===== src/logic/led_sink_pkg.sv =====
package led_sink_pkg;

    // Channel count and APB address width
    localparam int CH_N     = 8;
    localparam int ADDR_W   = 12;

    // Clock rate, for reference by the bench
    localparam int PCLK_PERIOD_NS = 40;

    // Register byte offsets
    localparam logic [11:0] CTRL_OFF     = 12'h000;
    localparam logic [11:0] STATE_OFF    = 12'h004;
    localparam logic [11:0] IRQ_STAT_OFF = 12'h008;
    localparam logic [11:0] IRQ_MASK_OFF = 12'h00c;

    // Control register fields
    localparam int CTRL_VLED_BIT = 0;

    // State register fields
    localparam int STATE_MODE_BIT = 0;
    localparam int STATE_OUT_LSB  = 8;
    localparam int STATE_CFG_LSB  = 16;
    localparam int STATE_ERR_LSB  = 24;

    // Interrupt status and mask fields
    localparam int IRQ_W        = 3;
    localparam int IRQ_ERR_BIT  = 0;
    localparam int IRQ_MODE_BIT = 1;
    localparam int IRQ_CFG_BIT  = 2;

    // Reset values
    localparam logic       CTRL_VLED_RST = 1'b0;
    localparam logic [7:0] LATCH_RST     = 8'h00;
    localparam logic [2:0] IRQ_MASK_RST  = 3'h0;

    // Operating mode
    typedef enum logic {
        MODE_NORMAL  = 1'b0,
        MODE_SPECIAL = 1'b1
    } mode_t;

    // Mode switch pulse tracker, advanced on shift clock edges
    typedef enum logic [1:0] {
        SW_HIGH = 2'b00,
        SW_LOW1 = 2'b01,
        SW_LONG = 2'b10
    } sw_state_t;

    // Control pins from the controller
    typedef struct packed {
        logic shift_clk;
        logic serial_in;
        logic latch_strobe_mode_sel;
        logic output_enable_n_mode_ctl;
    } pins_t;

    // Idle pin levels: strobe pulled down, enable pulled up
    localparam logic [3:0] PINS_RST = 4'h1;

    // Per-channel fault detector flags
    typedef struct packed {
        logic [7:0] over_temp;
        logic [7:0] open_load;
        logic [7:0] short_gnd;
        logic [7:0] short_vled;
    } faults_t;

endpackage


===== src/logic/sync2.sv =====
`timescale 1ns/1ps
module sync2 #(
    parameter int          WIDTH = 4,
    parameter logic [31:0] RST   = 32'h0
) (
    // Clock and reset
    input  wire logic             pclk,
    input  wire logic             presetn,
    // Asynchronous input and its synchronised copy
    input  wire logic [WIDTH-1:0] din,
    output logic      [WIDTH-1:0] dout
);

    logic [WIDTH-1:0] meta_r;

    // Two stages; the first is read only by the second
    always_ff @(posedge pclk or negedge presetn) begin
        if (!presetn) begin
            meta_r <= RST[WIDTH-1:0];
            dout   <= RST[WIDTH-1:0];
        end else begin
            meta_r <= din;
            dout   <= meta_r;
        end
    end

endmodule


===== src/logic/led_sink_serial_control.sv =====
// The APB register port and the placing of the registers were decided locally.
`timescale 1ns/1ps
// Overview of operation
// - One error bit per channel, any fault sets
// - Shift on clock edge; strobe high loads outputs
// - Special mode strobe loads configuration latch
// - Error status read out serially on request
// - Return to normal clears all error bits
// - Enable low drives outputs in every mode
// - One-clock enable low pulse; strobe picks mode
// - Error status loaded, then shifted bit per edge
// - Enable high blanks all eight outputs
// - Configuration code sets global current gain
module led_sink_serial_control (
    // APB clock and reset
    input  wire logic                pclk,
    input  wire logic                presetn,
    // APB slave
    input  wire logic                psel,
    input  wire logic                penable,
    input  wire logic                pwrite,
    input  wire logic [11:0]         paddr,
    input  wire logic [31:0]         pwdata,
    output logic      [31:0]         prdata,
    output logic                     pready,
    output logic                     pslverr,
    // Controller pins
    input  wire led_sink_pkg::pins_t pins,
    output logic                     serial_out,
    // Fault detectors and channel drive
    input  wire led_sink_pkg::faults_t faults,
    output logic      [7:0]          sink_outputs,
    output logic      [7:0]          current_gain_code,
    // Interrupt
    output logic                     irq
);

    led_sink_pkg::pins_t     pins_s;
    led_sink_pkg::faults_t   faults_s;
    logic                    clk_d_r, clk_d_nxt;
    logic                    strobe_d_r, strobe_d_nxt;
    logic [7:0]              shift_r, shift_nxt;
    logic [7:0]              out_r, out_nxt;
    logic [7:0]              cfg_nxt;
    logic [7:0]              err_r, err_nxt;
    logic [7:0]              err_set;
    logic [7:0]              sink_nxt;
    logic                    sout_nxt;
    led_sink_pkg::mode_t     mode_r, mode_nxt;
    led_sink_pkg::sw_state_t sw_r, sw_nxt;
    logic                    le_cap_r, le_cap_nxt;
    logic                    vled_en_r, vled_en_nxt;
    logic [2:0]              istat_r, istat_nxt;
    logic [2:0]              imask_r, imask_nxt;
    logic [2:0]              ev;
    logic                    irq_nxt;
    logic [31:0]             rdata_nxt;
    logic                    ready_nxt, err_resp_nxt;
    logic                    edge_c, oe_n, le, special, to_normal;
    logic                    wr_en, hit;

    // Pins and fault flags come from other domains
    sync2 #(.WIDTH(4), .RST({28'h0, led_sink_pkg::PINS_RST})) u_pin_sync (
        .pclk    (pclk),
        .presetn (presetn),
        .din     (pins),
        .dout    (pins_s)
    );

    sync2 #(.WIDTH(32), .RST(32'h0)) u_fault_sync (
        .pclk    (pclk),
        .presetn (presetn),
        .din     (faults),
        .dout    (faults_s)
    );

    assign oe_n    = pins_s.output_enable_n_mode_ctl;
    assign le      = pins_s.latch_strobe_mode_sel;
    assign edge_c  = pins_s.shift_clk & ~clk_d_r;
    assign special = (mode_r == led_sink_pkg::MODE_SPECIAL);

    // Mode switch: a lone low enable sample between highs
    always_comb begin
        sw_nxt     = sw_r;
        le_cap_nxt = le_cap_r;
        mode_nxt   = mode_r;
        to_normal  = 1'b0;
        if (edge_c) begin
            case (sw_r)
                led_sink_pkg::SW_HIGH: begin
                    if (!oe_n) begin
                        sw_nxt     = led_sink_pkg::SW_LOW1;
                        le_cap_nxt = le;
                    end
                end
                led_sink_pkg::SW_LOW1: begin
                    if (oe_n) begin
                        // Relies on the controller's clean sequence
                        sw_nxt    = led_sink_pkg::SW_HIGH;
                        mode_nxt  = le_cap_r ? led_sink_pkg::MODE_SPECIAL
                                             : led_sink_pkg::MODE_NORMAL;
                        to_normal = ~le_cap_r & special;
                    end else begin
                        sw_nxt = led_sink_pkg::SW_LONG;
                    end
                end
                led_sink_pkg::SW_LONG: begin
                    if (oe_n) begin
                        sw_nxt = led_sink_pkg::SW_HIGH;
                    end
                end
                default: sw_nxt = led_sink_pkg::SW_HIGH;
            endcase
        end
    end

    // Shift path, latches and error bits
    always_comb begin
        clk_d_nxt    = pins_s.shift_clk;
        strobe_d_nxt = le;
        shift_nxt    = shift_r;
        out_nxt      = out_r;
        cfg_nxt      = current_gain_code;
        if (edge_c) begin
            if (special && !oe_n) begin
                shift_nxt = err_r;
            end else begin
                shift_nxt = {shift_r[6:0], pins_s.serial_in};
            end
        end
        if (le && !special) begin
            out_nxt = shift_r;
        end
        if (le && special) begin
            cfg_nxt = shift_r;
        end
        // Detection only while channels are driven
        err_set = (faults_s.over_temp | faults_s.open_load
                  | faults_s.short_gnd
                  | (faults_s.short_vled & {8{vled_en_r}}))
                  & {8{special & ~oe_n}};
        // Nothing lands in the clearing cycle: err_set needs enable low
        err_nxt  = (to_normal ? 8'h00 : err_r) | err_set;
        sink_nxt = oe_n ? 8'h00 : out_nxt;
        sout_nxt = shift_nxt[7];
    end

    // Pin side registers; all cleared since the pins carry no reset
    always_ff @(posedge pclk or negedge presetn) begin
        if (!presetn) begin
            clk_d_r           <= 1'b0;
            strobe_d_r        <= 1'b0;
            shift_r           <= led_sink_pkg::LATCH_RST;
            out_r             <= led_sink_pkg::LATCH_RST;
            current_gain_code <= led_sink_pkg::LATCH_RST;
            err_r             <= led_sink_pkg::LATCH_RST;
            sink_outputs      <= led_sink_pkg::LATCH_RST;
            serial_out        <= 1'b0;
            mode_r            <= led_sink_pkg::MODE_NORMAL;
            sw_r              <= led_sink_pkg::SW_HIGH;
            le_cap_r          <= 1'b0;
        end else begin
            clk_d_r           <= clk_d_nxt;
            strobe_d_r        <= strobe_d_nxt;
            shift_r           <= shift_nxt;
            out_r             <= out_nxt;
            current_gain_code <= cfg_nxt;
            err_r             <= err_nxt;
            sink_outputs      <= sink_nxt;
            serial_out        <= sout_nxt;
            mode_r            <= mode_nxt;
            sw_r              <= sw_nxt;
            le_cap_r          <= le_cap_nxt;
        end
    end

    // Events: new error bit, mode change, configuration write
    assign ev[led_sink_pkg::IRQ_ERR_BIT]  = |(err_set & ~err_r);
    assign ev[led_sink_pkg::IRQ_MODE_BIT] = (mode_nxt != mode_r);
    assign ev[led_sink_pkg::IRQ_CFG_BIT]  = special & le & ~strobe_d_r;

    assign wr_en = psel & penable & pready & pwrite;

    // APB: zero wait states, decode in the setup cycle
    always_comb begin
        vled_en_nxt  = vled_en_r;
        imask_nxt    = imask_r;
        istat_nxt    = istat_r;
        rdata_nxt    = 32'h0;
        hit          = 1'b1;
        ready_nxt    = psel & ~penable;
        err_resp_nxt = 1'b0;
        case (paddr)
            led_sink_pkg::CTRL_OFF:
                rdata_nxt = {31'h0, vled_en_r};
            led_sink_pkg::STATE_OFF: begin
                rdata_nxt[led_sink_pkg::STATE_MODE_BIT] = special;
                rdata_nxt[led_sink_pkg::STATE_OUT_LSB +: 8] = out_r;
                rdata_nxt[led_sink_pkg::STATE_CFG_LSB +: 8] =
                    current_gain_code;
                rdata_nxt[led_sink_pkg::STATE_ERR_LSB +: 8] = err_r;
            end
            led_sink_pkg::IRQ_STAT_OFF:
                rdata_nxt = {29'h0, istat_r};
            led_sink_pkg::IRQ_MASK_OFF:
                rdata_nxt = {29'h0, imask_r};
            default:
                hit = 1'b0;
        endcase
        if (!(psel && !penable)) begin
            rdata_nxt = prdata;
        end else begin
            err_resp_nxt = ~hit;
        end
        if (wr_en && paddr == led_sink_pkg::CTRL_OFF) begin
            vled_en_nxt = pwdata[led_sink_pkg::CTRL_VLED_BIT];
        end
        if (wr_en && paddr == led_sink_pkg::IRQ_MASK_OFF) begin
            imask_nxt = pwdata[2:0];
        end
        // Write one to clear; a same-cycle event wins
        if (wr_en && paddr == led_sink_pkg::IRQ_STAT_OFF) begin
            istat_nxt = istat_r & ~pwdata[2:0];
        end
        istat_nxt = istat_nxt | ev;
        irq_nxt   = |(istat_nxt & imask_nxt);
    end

    // Bus and interrupt registers
    always_ff @(posedge pclk or negedge presetn) begin
        if (!presetn) begin
            vled_en_r <= led_sink_pkg::CTRL_VLED_RST;
            imask_r   <= led_sink_pkg::IRQ_MASK_RST;
            istat_r   <= 3'h0;
            irq       <= 1'b0;
            prdata    <= 32'h0;
            pready    <= 1'b0;
            pslverr   <= 1'b0;
        end else begin
            vled_en_r <= vled_en_nxt;
            imask_r   <= imask_nxt;
            istat_r   <= istat_nxt;
            irq       <= irq_nxt;
            prdata    <= rdata_nxt;
            pready    <= ready_nxt;
            pslverr   <= err_resp_nxt;
        end
    end
endmodule


===== config.mk =====
export PLATFORM = sky130hd
export DESIGN_NAME = led_sink_serial_control
export DESIGN_NICKNAME = d
export VERILOG_FILES = /design/src/logic/led_sink_pkg.sv /design/src/logic/sync2.sv /design/src/logic/led_sink_serial_control.sv
export SDC_FILE = /design/constraint.sdc
export NUM_CORES = 1
export LEC_CHECK = 0
export ABC_AREA = 1
export BUFFER_PORTS_ARGS = -buffer_cell sky130_fd_sc_hd__buf_2
export CAP_MARGIN = 10
export CORE_AREA = 5 5 112 114
export CTS_CLUSTER_SIZE = 8
export DETAILED_ROUTE_END_ITERATION = 10
export DIE_AREA = 0 0 117 119
export HOLD_SLACK_MARGIN = 0.08
export PLACE_DENSITY = 0.76
export SLEW_MARGIN = 25
export SYNTH_ARGS = -nofsm -noshare
export SYNTH_HDL_FRONTEND = slang
export SYNTH_SLANG_ARGS = --single-unit

===== constraint.sdc =====
create_clock -name pclk -period 2.2 [get_ports pclk]
set_clock_uncertainty 0.15 [all_clocks]
set_input_delay 0 -clock pclk [delete_from_list [all_inputs] [get_ports pclk]]
set_output_delay 0 -clock pclk [all_outputs]
set_load 0.02 [all_outputs]

==> results of run 1 <==
[Yosys cell counts (all sizes together)]
library cell  number  area [um2]
a21oi              7        35.0
dfstp              2        52.6
a22o               4        35.0
inv               54         205
a31oi              3        18.8
nand2             89         349
conb               1        3.75
o22ai              4        25.0
nor2              41         206
clkbuf             7        26.3
dfrtp            153        3830
o21ai             87         435
nand4              7        56.3
o31ai              1        7.51
or2                1        6.26
buf               16         110
nand3             22         125
nand3b             4        30.0
nor3               2        10.0
[kinds of logic (layout without fill, tap and decap cells)]
family / Yosys count / after routing / share of synthesized area
simple gates: 166 / 166 / 0.141
compound gates: 106 / 106 / 0.100
flops: 155 / 155 / 0.697
other cells: 1 / 5 / 0.000674
buf+inv: 77 / 296 / 0.0614
[worst register-to-register path, cell delays in order (launching register included)]
cell,delay [ps]
dfrtp_1,340
nand2_1,90
nor2_4,160
nand3_1,180
dlygate4sd3_1,610
o21ai_1,230
nand2_2,80
nand3_2,50
[worst min-delay path by stage]
stage | end | slack (ps)
CTS | u_fault_sync.meta_r[2] | 80
finish | u_fault_sync.dout[7] | 200
floorplan | clk_d_r | -450
detailed placement | u_fault_sync.meta_r[16] | -140
global route | u_fault_sync.dout[10] | 200
global placement | u_fault_sync.meta_r[16] | -140
[power by group through the flow]
stage                     logic, mW  registers, mW  clock network [mW]
after global placement        0.977           3.46                   0
after floorplan               0.512           3.56                   0
final                          1.14           3.43                2.86
after CTS                      1.13           3.43                2.90
after global routing           1.28           3.47                3.05
after detailed placement       1.00           3.48                   0
[state kept, by name, summed over array words and instances, names as in the netlist, 4 cells and up]
signal               flops
shift_r                  8
u_pin_sync.meta_r        4
prdata                  27
u_fault_sync.meta_r     32
u_fault_sync.dout       32
sink_outputs             8
out_r                    8
err_r                    8
current_gain_code        8
u_pin_sync.dout          4
[repair_timing]
action                                  in CTS  in global routing
endpoints found under the hold margin      226                  1
endpoints found under the setup margin       0                  5
resized for setup                            0                  1
hold buffers                               103                  1
[cell type report]
| class | count | area (um2) | area share |
|---|---|---|---|
| repair buffers | 210 | 1620 | 0.206 |
| multi-input cells | 277 | 1360 | 0.174 |
| clock buffers | 18 | 439 | 0.0561 |
| well taps | 143 | 179 | 0.0228 |
| clock inverters | 14 | 153 | 0.0195 |
| flip-flops and latches | 155 | 3880 | 0.495 |
| inverters | 54 | 205 | 0.0262 |
[layer usage]
| layer | vias to the layer above | global-route usage | share of wire |
|---|---|---|---|
| met4 | 0 | 0.0688 | 0.020 |
| met1 | 2058 | 0.250 | 0.41 |
| li1 | 2054 | - | - |
| met3 | 22 | 0.0502 | 0.061 |
| met5 | - | 0 | 0 |
| met2 | 152 | 0.339 | 0.51 |
[layout by cell type (no fill, tap or decap), drive strengths merged, types with 5 or more instances in the layout]
cell	n
a21oi	7
buf	105
clkbuf	19
clkinv	5
conb	5
dfrtp	153
dlygate4sd3	104
inv	61
nand2	89
nand3	22
nand4	7
nor2	41
o21ai	87
==> impl_metrics.env, run 1 <==
export IMPL_status="finished, violations left"
export IMPL_violations="negative setup slack"
export IMPL_setup_violations=2
export IMPL_worst_r2r_path_depth=7
export IMPL_synth_cell_types=30
export IMPL_cts_tree="built"
export IMPL_grt_pass1_wl_mm=21.5
export IMPL_power_density_mw_per_mm2=948
export IMPL_max_stage_delay_ps=590
export IMPL_utilization=0.692
export IMPL_initial_core_util=0.492
export IMPL_min_from="u_fault_sync.meta_r[7]"
export IMPL_fp_dieArea_mm2=0.0139
export IMPL_crit_cells=11
export IMPL_pin_count=137
export IMPL_crit_buf_inv=4
export IMPL_stdcell_count=871
export IMPL_maxSlewViolCount=0
export IMPL_rrSetupSlack_ps=260
export IMPL_avgRoutedWirePerCell_um=15.1
export IMPL_placed_area_mm2=0.00620
export IMPL_grt_setup_unrepaired="true"
export IMPL_die_w_um=117
export IMPL_cp_max_fo=4
export IMPL_cp_cell_sequence="dlygate4sd3_1, buf_2, nor2_1, nand2_1, nor2_1, dlygate4sd3_1, nand3_1, nand4_1, nand2_1, nand2_1, dlygate4sd3_1"
export IMPL_place_gp_congestion=0.875
export IMPL_tightest_slew_ps=562
export IMPL_die_height_um=119
export IMPL_cp_required_ps=2400
export IMPL_hold_path_cell_count=0
export IMPL_min_period_ps=2310
export IMPL_path_clk_slew_ps=60
export IMPL_post_cts_buffers=0
export IMPL_maxCapViolCount=0
export IMPL_ys_warnings_count=0
export IMPL_dr_pass1_iters=5
export IMPL_swShare=0.293
export IMPL_intPower_mw=5.25
export IMPL_grt_max_degree=62
export IMPL_startpoint_type="primary input"
export IMPL_drc=0
export IMPL_cts_buffer_depth=2
export IMPL_leakagePower_nw=3.82
export IMPL_dp_hpwl_mm=7.68
export IMPL_ys_ff_latch=155
export IMPL_core_mm2=0.0113
export IMPL_power_share_combinational=0.153
export IMPL_design_area_mm2=0.00783
export IMPL_syn_avg_cell_area_um2=11.0
export IMPL_grt_usage=0.200
export IMPL_slew_headroom=0.625
export IMPL_tns_ps=-152
export IMPL_hold_viol=0
export IMPL_critical_path_endpoint="prdata[0]"
export IMPL_antenna_left=0
export IMPL_row_count=39
export IMPL_clock_sinks=155
export IMPL_total_power_mw=7.43
export IMPL_holdWs_ps=199
export IMPL_dr_first_iter_drc_count=277
export IMPL_antenna_found_initial=0
export IMPL_n_fill_cell=822
export IMPL_endpoint_kind="register"
export IMPL_syn_to_final_growth_pct=40.7
export IMPL_p_switching_mw=2.18
export IMPL_worstSkewPairLatency_ps=420
export IMPL_path_class="primary input to register"
export IMPL_vias=4286
export IMPL_hp_class="register to register"
export IMPL_root_buffer="clkbuf_16"
export IMPL_drive_gt1_frac=0.227
export IMPL_port_buffers=102
export IMPL_fin_nets=800
export IMPL_p_seq_frac=0.461
export IMPL_power_frac_clock=0.386
export IMPL_cts_buffers=17
export IMPL_crit_arrival_ps=2510
export IMPL_r2r_start="pready"
export IMPL_grt_overflow=0
export IMPL_synth_area_mm2=0.00557
export IMPL_pre_cts_ws_ps=399
export IMPL_cpMaxStageDelayCell="dlygate4sd3_1"
export IMPL_n_antenna_cell=0
export IMPL_h_tree_depth=4
export IMPL_crit_start="paddr[5]"
export IMPL_fin_crit_sh=1.05
export IMPL_fmax_mhz=433
export IMPL_cp_top_family="buffers and inverters"
export IMPL_avgViaCountPerCell=4.92
export IMPL_drt_wl_total_mm=13.2
export IMPL_fin_ws_ps=-108
export IMPL_yosysSeqAreaShare=0.697
export IMPL_grt_pass1_vias=4438
export IMPL_dp_cells=735
export IMPL_rr_endpoint="irq"
export IMPL_synth_cells=505
export IMPL_ir_drop_mv=0.672
(Power assumes the default switching activity.)
==> inputs of run 2 (changes only) <==
--- a/config.mk
+++ b/config.mk
@@ -8,12 +8,13 @@
 export ABC_AREA = 1
 export BUFFER_PORTS_ARGS = -buffer_cell sky130_fd_sc_hd__buf_2
 export CAP_MARGIN = 10
-export CORE_AREA = 5 5 112 114
+export CORE_AREA = 4 4 111 113
 export CTS_CLUSTER_SIZE = 8
 export DETAILED_ROUTE_END_ITERATION = 10
-export DIE_AREA = 0 0 117 119
+export DIE_AREA = 0 0 115 117
 export HOLD_SLACK_MARGIN = 0.08
 export PLACE_DENSITY = 0.76
+export SETUP_SLACK_MARGIN = 0.1
 export SLEW_MARGIN = 25
 export SYNTH_ARGS = -nofsm -noshare
 export SYNTH_HDL_FRONTEND = slang
==> constraint.sdc (replaced) <==
create_clock -name pclk -period 2.2 [get_ports pclk]
set_clock_uncertainty 0.15 [all_clocks]
set_input_delay 0 -clock pclk [delete_from_list [all_inputs] [get_ports pclk]]
set_output_delay 0 -clock pclk [all_outputs]
set_load 0.01 [all_outputs]
==> run 2 against run 1 <==
Net effect:
- sequential share of layout area down 0.063 points
- critical path depth is the same
- hold slack worse by 81 ps
- non-clock buffer count shrank 2
- the flow now finishes without violations
- critical endpoint is now irq
- global-route usage rose by 0.71 points
- count of clock-buffer cells in the layout fell by 1
- clock power increased by 5%
- final area up 0.13%
- worst setup slack better by 330 ps
==> impl_metrics.env, run 2 (synthesis results as in run 1) <==
export IMPL_fp_dieArea_mm2=0.0135
export IMPL_ir_drop_mv=0.688
export IMPL_h_tree_depth=4
export IMPL_tightest_slew_ps=664
export IMPL_die_height_um=117
export IMPL_root_buffer="clkbuf_16"
export IMPL_grt_usage=0.208
export IMPL_hold_viol=0
export IMPL_maxSlewViolCount=0
export IMPL_antenna_found_initial=0
export IMPL_cts_tree="built"
export IMPL_crit_arrival_ps=2130
export IMPL_drc=0
export IMPL_dr_pass1_iters=4
export IMPL_top_regs="u_fault_sync.dout x32, u_fault_sync.meta_r x32, prdata x27"
export IMPL_grt_pass1_wl_mm=21.3
export IMPL_row_count=39
export IMPL_grt_max_degree=72
export IMPL_maxCapViolCount=0
export IMPL_startpoint_type="primary input"
export IMPL_min_from="pins[1]"
export IMPL_grt_pass1_vias=4463
export IMPL_dp_hpwl_mm=7.53
export IMPL_utilization=0.693
export IMPL_core_mm2=0.0113
export IMPL_syn_to_final_growth_pct=40.9
export IMPL_path_clk_slew_ps=60
export IMPL_avgRoutedWirePerCell_um=15.1
export IMPL_antenna_left=0
export IMPL_grt_overflow=0
export IMPL_design_area_mm2=0.00784
export IMPL_final_cell_mix="153 x dfrtp_1, 101 x buf_2, 97 x dlygate4sd3_1"
export IMPL_n_antenna_cell=0
export IMPL_multi_input_area_mm2=0.00137
export IMPL_setup_violations=0
export IMPL_sequential_cell_area_mm2=0.00388
export IMPL_placed_area_mm2=0.00621
export IMPL_r2r_start="pready"
export IMPL_final_common_cell="dfrtp_1"
export IMPL_cts_buffers=17
export IMPL_slew_headroom=0.557
export IMPL_die_w_um=115
export IMPL_leakagePower_nw=3.86
export IMPL_cp_required_ps=2350
export IMPL_crit_start="paddr[0]"
export IMPL_pin_count=137
export IMPL_cp_max_fo=5
export IMPL_cts_buffer_depth=2
export IMPL_dr_first_iter_drc_count=364
export IMPL_clock_sinks=155
export IMPL_power_density_mw_per_mm2=953
export IMPL_worstSkewPairLatency_ps=430
export IMPL_endpoint_kind="register"
export IMPL_status="completed"
export IMPL_hp_class="primary input to register"
export IMPL_initial_core_util=0.492
export IMPL_fmax_mhz=505
export IMPL_tns_ps=0
export IMPL_avgViaCountPerCell=4.97
export IMPL_vias=4316
export IMPL_drive_gt1_frac=0.234
export IMPL_fin_crit_sh=0.900
export IMPL_grt_setup_unrepaired="false"
export IMPL_place_gp_congestion=0.814
export IMPL_min_period_ps=1980
export IMPL_path_class="primary input to register"
export IMPL_n_fill_cell=823
export IMPL_drt_wl_total_mm=13.1
export IMPL_port_buffers=102
export IMPL_fin_nets=798
## run 2: changes by cell type in the layout (fill, tap and decap cells not counted), moves of 3 or more
cell           previous run  this run
buf_4                     2         5
dlygate4sd3_1           104        97
inv_8                     1         4
clkinv_4                  4         0
## run 2: per-layer routing
metal	up-vias	track usage	wire (um)
met2	167	0.360	6710
met1	2086	0.249	5390
met3	23	0.0566	771
met4	0	0.0790	252
li1	2040	-	-
met5	-	0	0
## run 2: worst paths after layout
path                                           end  cells after the start  slack [ps]
max in group asynchronous     u_pin_sync.meta_r[0]                      4         580
min reg2reg                  u_fault_sync.dout[31]                      0         190
max                                            irq                     11         220
min                           u_pin_sync.meta_r[1]                      2         120
min in group asynchronous  u_fault_sync.meta_r[21]                      3         550
max reg2reg                                    irq                      8         290
## run 2: area by class of cell
class	count	area share
Sequential cell	155	0.495
Timing Repair Buffer	208	0.203
Multi-Input combinational cell	277	0.175
Clock buffer	17	0.0542
Inverter	54	0.0262
Clock inverter	15	0.0247
Tap cell	143	0.0228
## run 2: metrics by stage
step           std cells  hold slack, ps  power, mW  setup WS (ps)
2_1_floorplan        509            -446       3.97            632
3_3_place_gp         736            -106       4.34            424
3_5_place_dp         736           -99.5       4.38            408
4_1_cts              866            84.3       7.49            144
5_1_grt              869             118       7.82           77.1
6_report             869             119       7.47            220
## run 2: timing repair
item / 4_1_cts / 5_1_grt
buffers inserted: 0 / 3
resized for setup: 0 / 4
hold buffers: 98 / 0
endpoints found under the hold margin: 226 / 0
endpoints found under the setup margin: 0 / 4
## run 2: where the power goes
group	switching, mW	leakage [nW]	total, mW	internal, mW
Clock	1.28	0.302	3.01	1.74
Combinational	0.616	1.70	1.04	0.420
Sequential	0.232	1.87	3.43	3.19
## run 2: critical path, cell delays in order
cell,delay (ps)
dlygate4sd3_1,540
buf_2,150
inv_1,50
nand2_1,90
nor2_1,310
nand4_1,130
dlygate4sd3_1,570
nand2_1,70
nand2_1,60
nand2_1,100
nand3_2,70
==> inputs of run 3 (changes only) <==
--- a/config.mk
+++ b/config.mk
@@ -8,12 +8,12 @@
 export ABC_AREA = 1
 export BUFFER_PORTS_ARGS = -buffer_cell sky130_fd_sc_hd__buf_2
 export CAP_MARGIN = 10
-export CORE_AREA = 4 4 111 113
+export CORE_AREA = 4 4 108 110
 export CTS_CLUSTER_SIZE = 8
 export DETAILED_ROUTE_END_ITERATION = 10
-export DIE_AREA = 0 0 115 117
+export DIE_AREA = 0 0 112 114
 export HOLD_SLACK_MARGIN = 0.08
-export PLACE_DENSITY = 0.76
+export PLACE_DENSITY = 0.8
 export SETUP_SLACK_MARGIN = 0.1
 export SLEW_MARGIN = 25
 export SYNTH_ARGS = -nofsm -noshare
==> run 3 against run 2 <==
Net effect:
- critical path depth stayed put
- die area is 5.1% lower
- wire length is 1.9% higher
- global-route usage is 1.5 points higher
- largest power group unchanged
==> impl_metrics.env, run 3 (synthesis results as in run 1) <==
export IMPL_avgViaCountPerCell=4.98
export IMPL_maxSlewViolCount=0
export IMPL_pin_count=137
export IMPL_cts_buffers=17
export IMPL_slew_headroom=0.545
export IMPL_max_stage_delay_ps=570
export IMPL_die_w_um=112
export IMPL_root_buffer="clkbuf_8"
export IMPL_tightest_slew_ps=681
export IMPL_avgRoutedWirePerCell_um=15.4
export IMPL_final_cell_mix="153 x dfrtp_1, 103 x dlygate4sd3_1, 100 x buf_2"
export IMPL_dr_first_iter_drc_count=389
export IMPL_path_class="primary input to register"
export IMPL_place_gp_congestion=0.864
export IMPL_fp_dieArea_mm2=0.0128
export IMPL_worstSkewPairLatency_ps=530
export IMPL_syn_to_final_growth_pct=41.0
export IMPL_maxCapViolCount=0
export IMPL_cts_tree="built"
export IMPL_crit_arrival_ps=2380
export IMPL_initial_core_util=0.520
export IMPL_drive_gt1_frac=0.228
export IMPL_min_period_ps=2070
export IMPL_hold_viol=0
export IMPL_n_antenna_cell=0
export IMPL_cp_required_ps=2520
export IMPL_final_common_cell="dfrtp_1"
export IMPL_tns_ps=0
export IMPL_port_buffers=102
export IMPL_h_tree_depth=4
export IMPL_ir_drop_mv=0.680
export IMPL_pre_cts_ws_ps=359
export IMPL_top_regs="u_fault_sync.dout x32, u_fault_sync.meta_r x32, prdata x27"
export IMPL_fmax_mhz=484
export IMPL_path_clk_slew_ps=70
export IMPL_dr_pass1_iters=4
export IMPL_fin_crit_sh=0.939
export IMPL_cts_buffer_depth=2
export IMPL_antenna_left=0
export IMPL_power_density_mw_per_mm2=945
export IMPL_grt_setup_unrepaired="true"
export IMPL_fin_nets=800
export IMPL_grt_usage=0.222
export IMPL_grt_overflow=0
export IMPL_post_cts_buffers=0
export IMPL_cpMaxStageDelayCell="dlygate4sd3_1"
export IMPL_grt_pass1_vias=4519
export IMPL_fin_ws_ps=135
export IMPL_grt_pass1_wl_mm=22.3
export IMPL_grt_max_degree=65
export IMPL_core_mm2=0.0107
export IMPL_cp_max_fo=4
export IMPL_status="completed"
export IMPL_cp_cell_sequence="dlygate4sd3_1, buf_2, nor2_1, nand2_1, nor3_2, dlygate4sd3_1, nand3_1, dlygate4sd3_1, nand4_1, nand2_1, nand2_1"
export IMPL_clock_sinks=155
export IMPL_vias=4322
export IMPL_hp_class="register to register"
export IMPL_setup_violations=0
export IMPL_die_height_um=114
export IMPL_antenna_found_initial=0
export IMPL_drc=0
export IMPL_dp_hpwl_mm=7.51
export IMPL_drt_wl_total_mm=13.4
export IMPL_startpoint_type="primary input"
export IMPL_holdWs_ps=199
export IMPL_endpoint_kind="register"
export IMPL_leakagePower_nw=3.86
export IMPL_row_count=38
## run 3: cell count changes in the layout (fill, tap and decap cells not counted), sizes merged
cell and change:
dlygate4sd3 +6, clkinvlp -1, buf -5, clkbuf +2
## run 3: layout make-up
cell class | instances | area [um2]
Fill cell | 738 | 2850
Clock buffer | 18 | 428
Clock inverter | 14 | 174
Inverter | 54 | 205
Multi-Input combinational cell | 277 | 1370
Tap cell | 140 | 175
Timing Repair Buffer | 210 | 1620
Sequential cell | 155 | 3880
## run 3: where the power goes
| part | internal [mW] | switching (mW) |
|---|---|---|
| logic | 0.425 | 0.620 |
| registers | 3.19 | 0.232 |
| clock network | 1.70 | 1.25 |
| total | 5.32 | 2.10 |
## run 3: repair_timing
action	in CTS	in global routing
setup endpoints to repair	0	2
endpoints found under the hold margin	227	0
hold buffers	104	0
resized for setup	0	3
## run 3: metrics by stage
step,util,instance area [um2],total power [mW],instances
global placement,0.579,6190,4.33,732
finish,0.734,7850,7.42,868
CTS,0.733,7840,7.41,868
floorplan,-,5580,3.97,509
global route,0.734,7850,7.77,868
detailed placement,0.579,6190,4.37,732
## run 3: routing by layer
layer / vias up / GRT usage / share of wire
met5: - / 0 / 0
li1: 2046 / - / -
met1: 2088 / 0.267 / 0.40
met2: 169 / 0.394 / 0.52
met3: 19 / 0.0552 / 0.058
met4: 0 / 0.0761 / 0.016
## run 3: worst paths after layout
path	to	from	depth (start not counted)	slack, ps
worst min-delay path	u_pin_sync.dout[3]	u_pin_sync.meta_r[3]	0	200
min in group asynchronous	u_fault_sync.meta_r[20]	presetn	3	420
max in group asynchronous	u_pin_sync.dout[0]	presetn	4	750
worst min register to register	u_pin_sync.dout[3]	u_pin_sync.meta_r[3]	0	200
worst max-delay path	prdata[0]	paddr[5]	11	130
worst max register to register	irq	pready	8	270
## run 3: worst max-delay path: cells and delay by family
family | cells | cell delay (ps)
buffers and inverters | 4 | 1790
and+or+nand+nor | 7 | 590
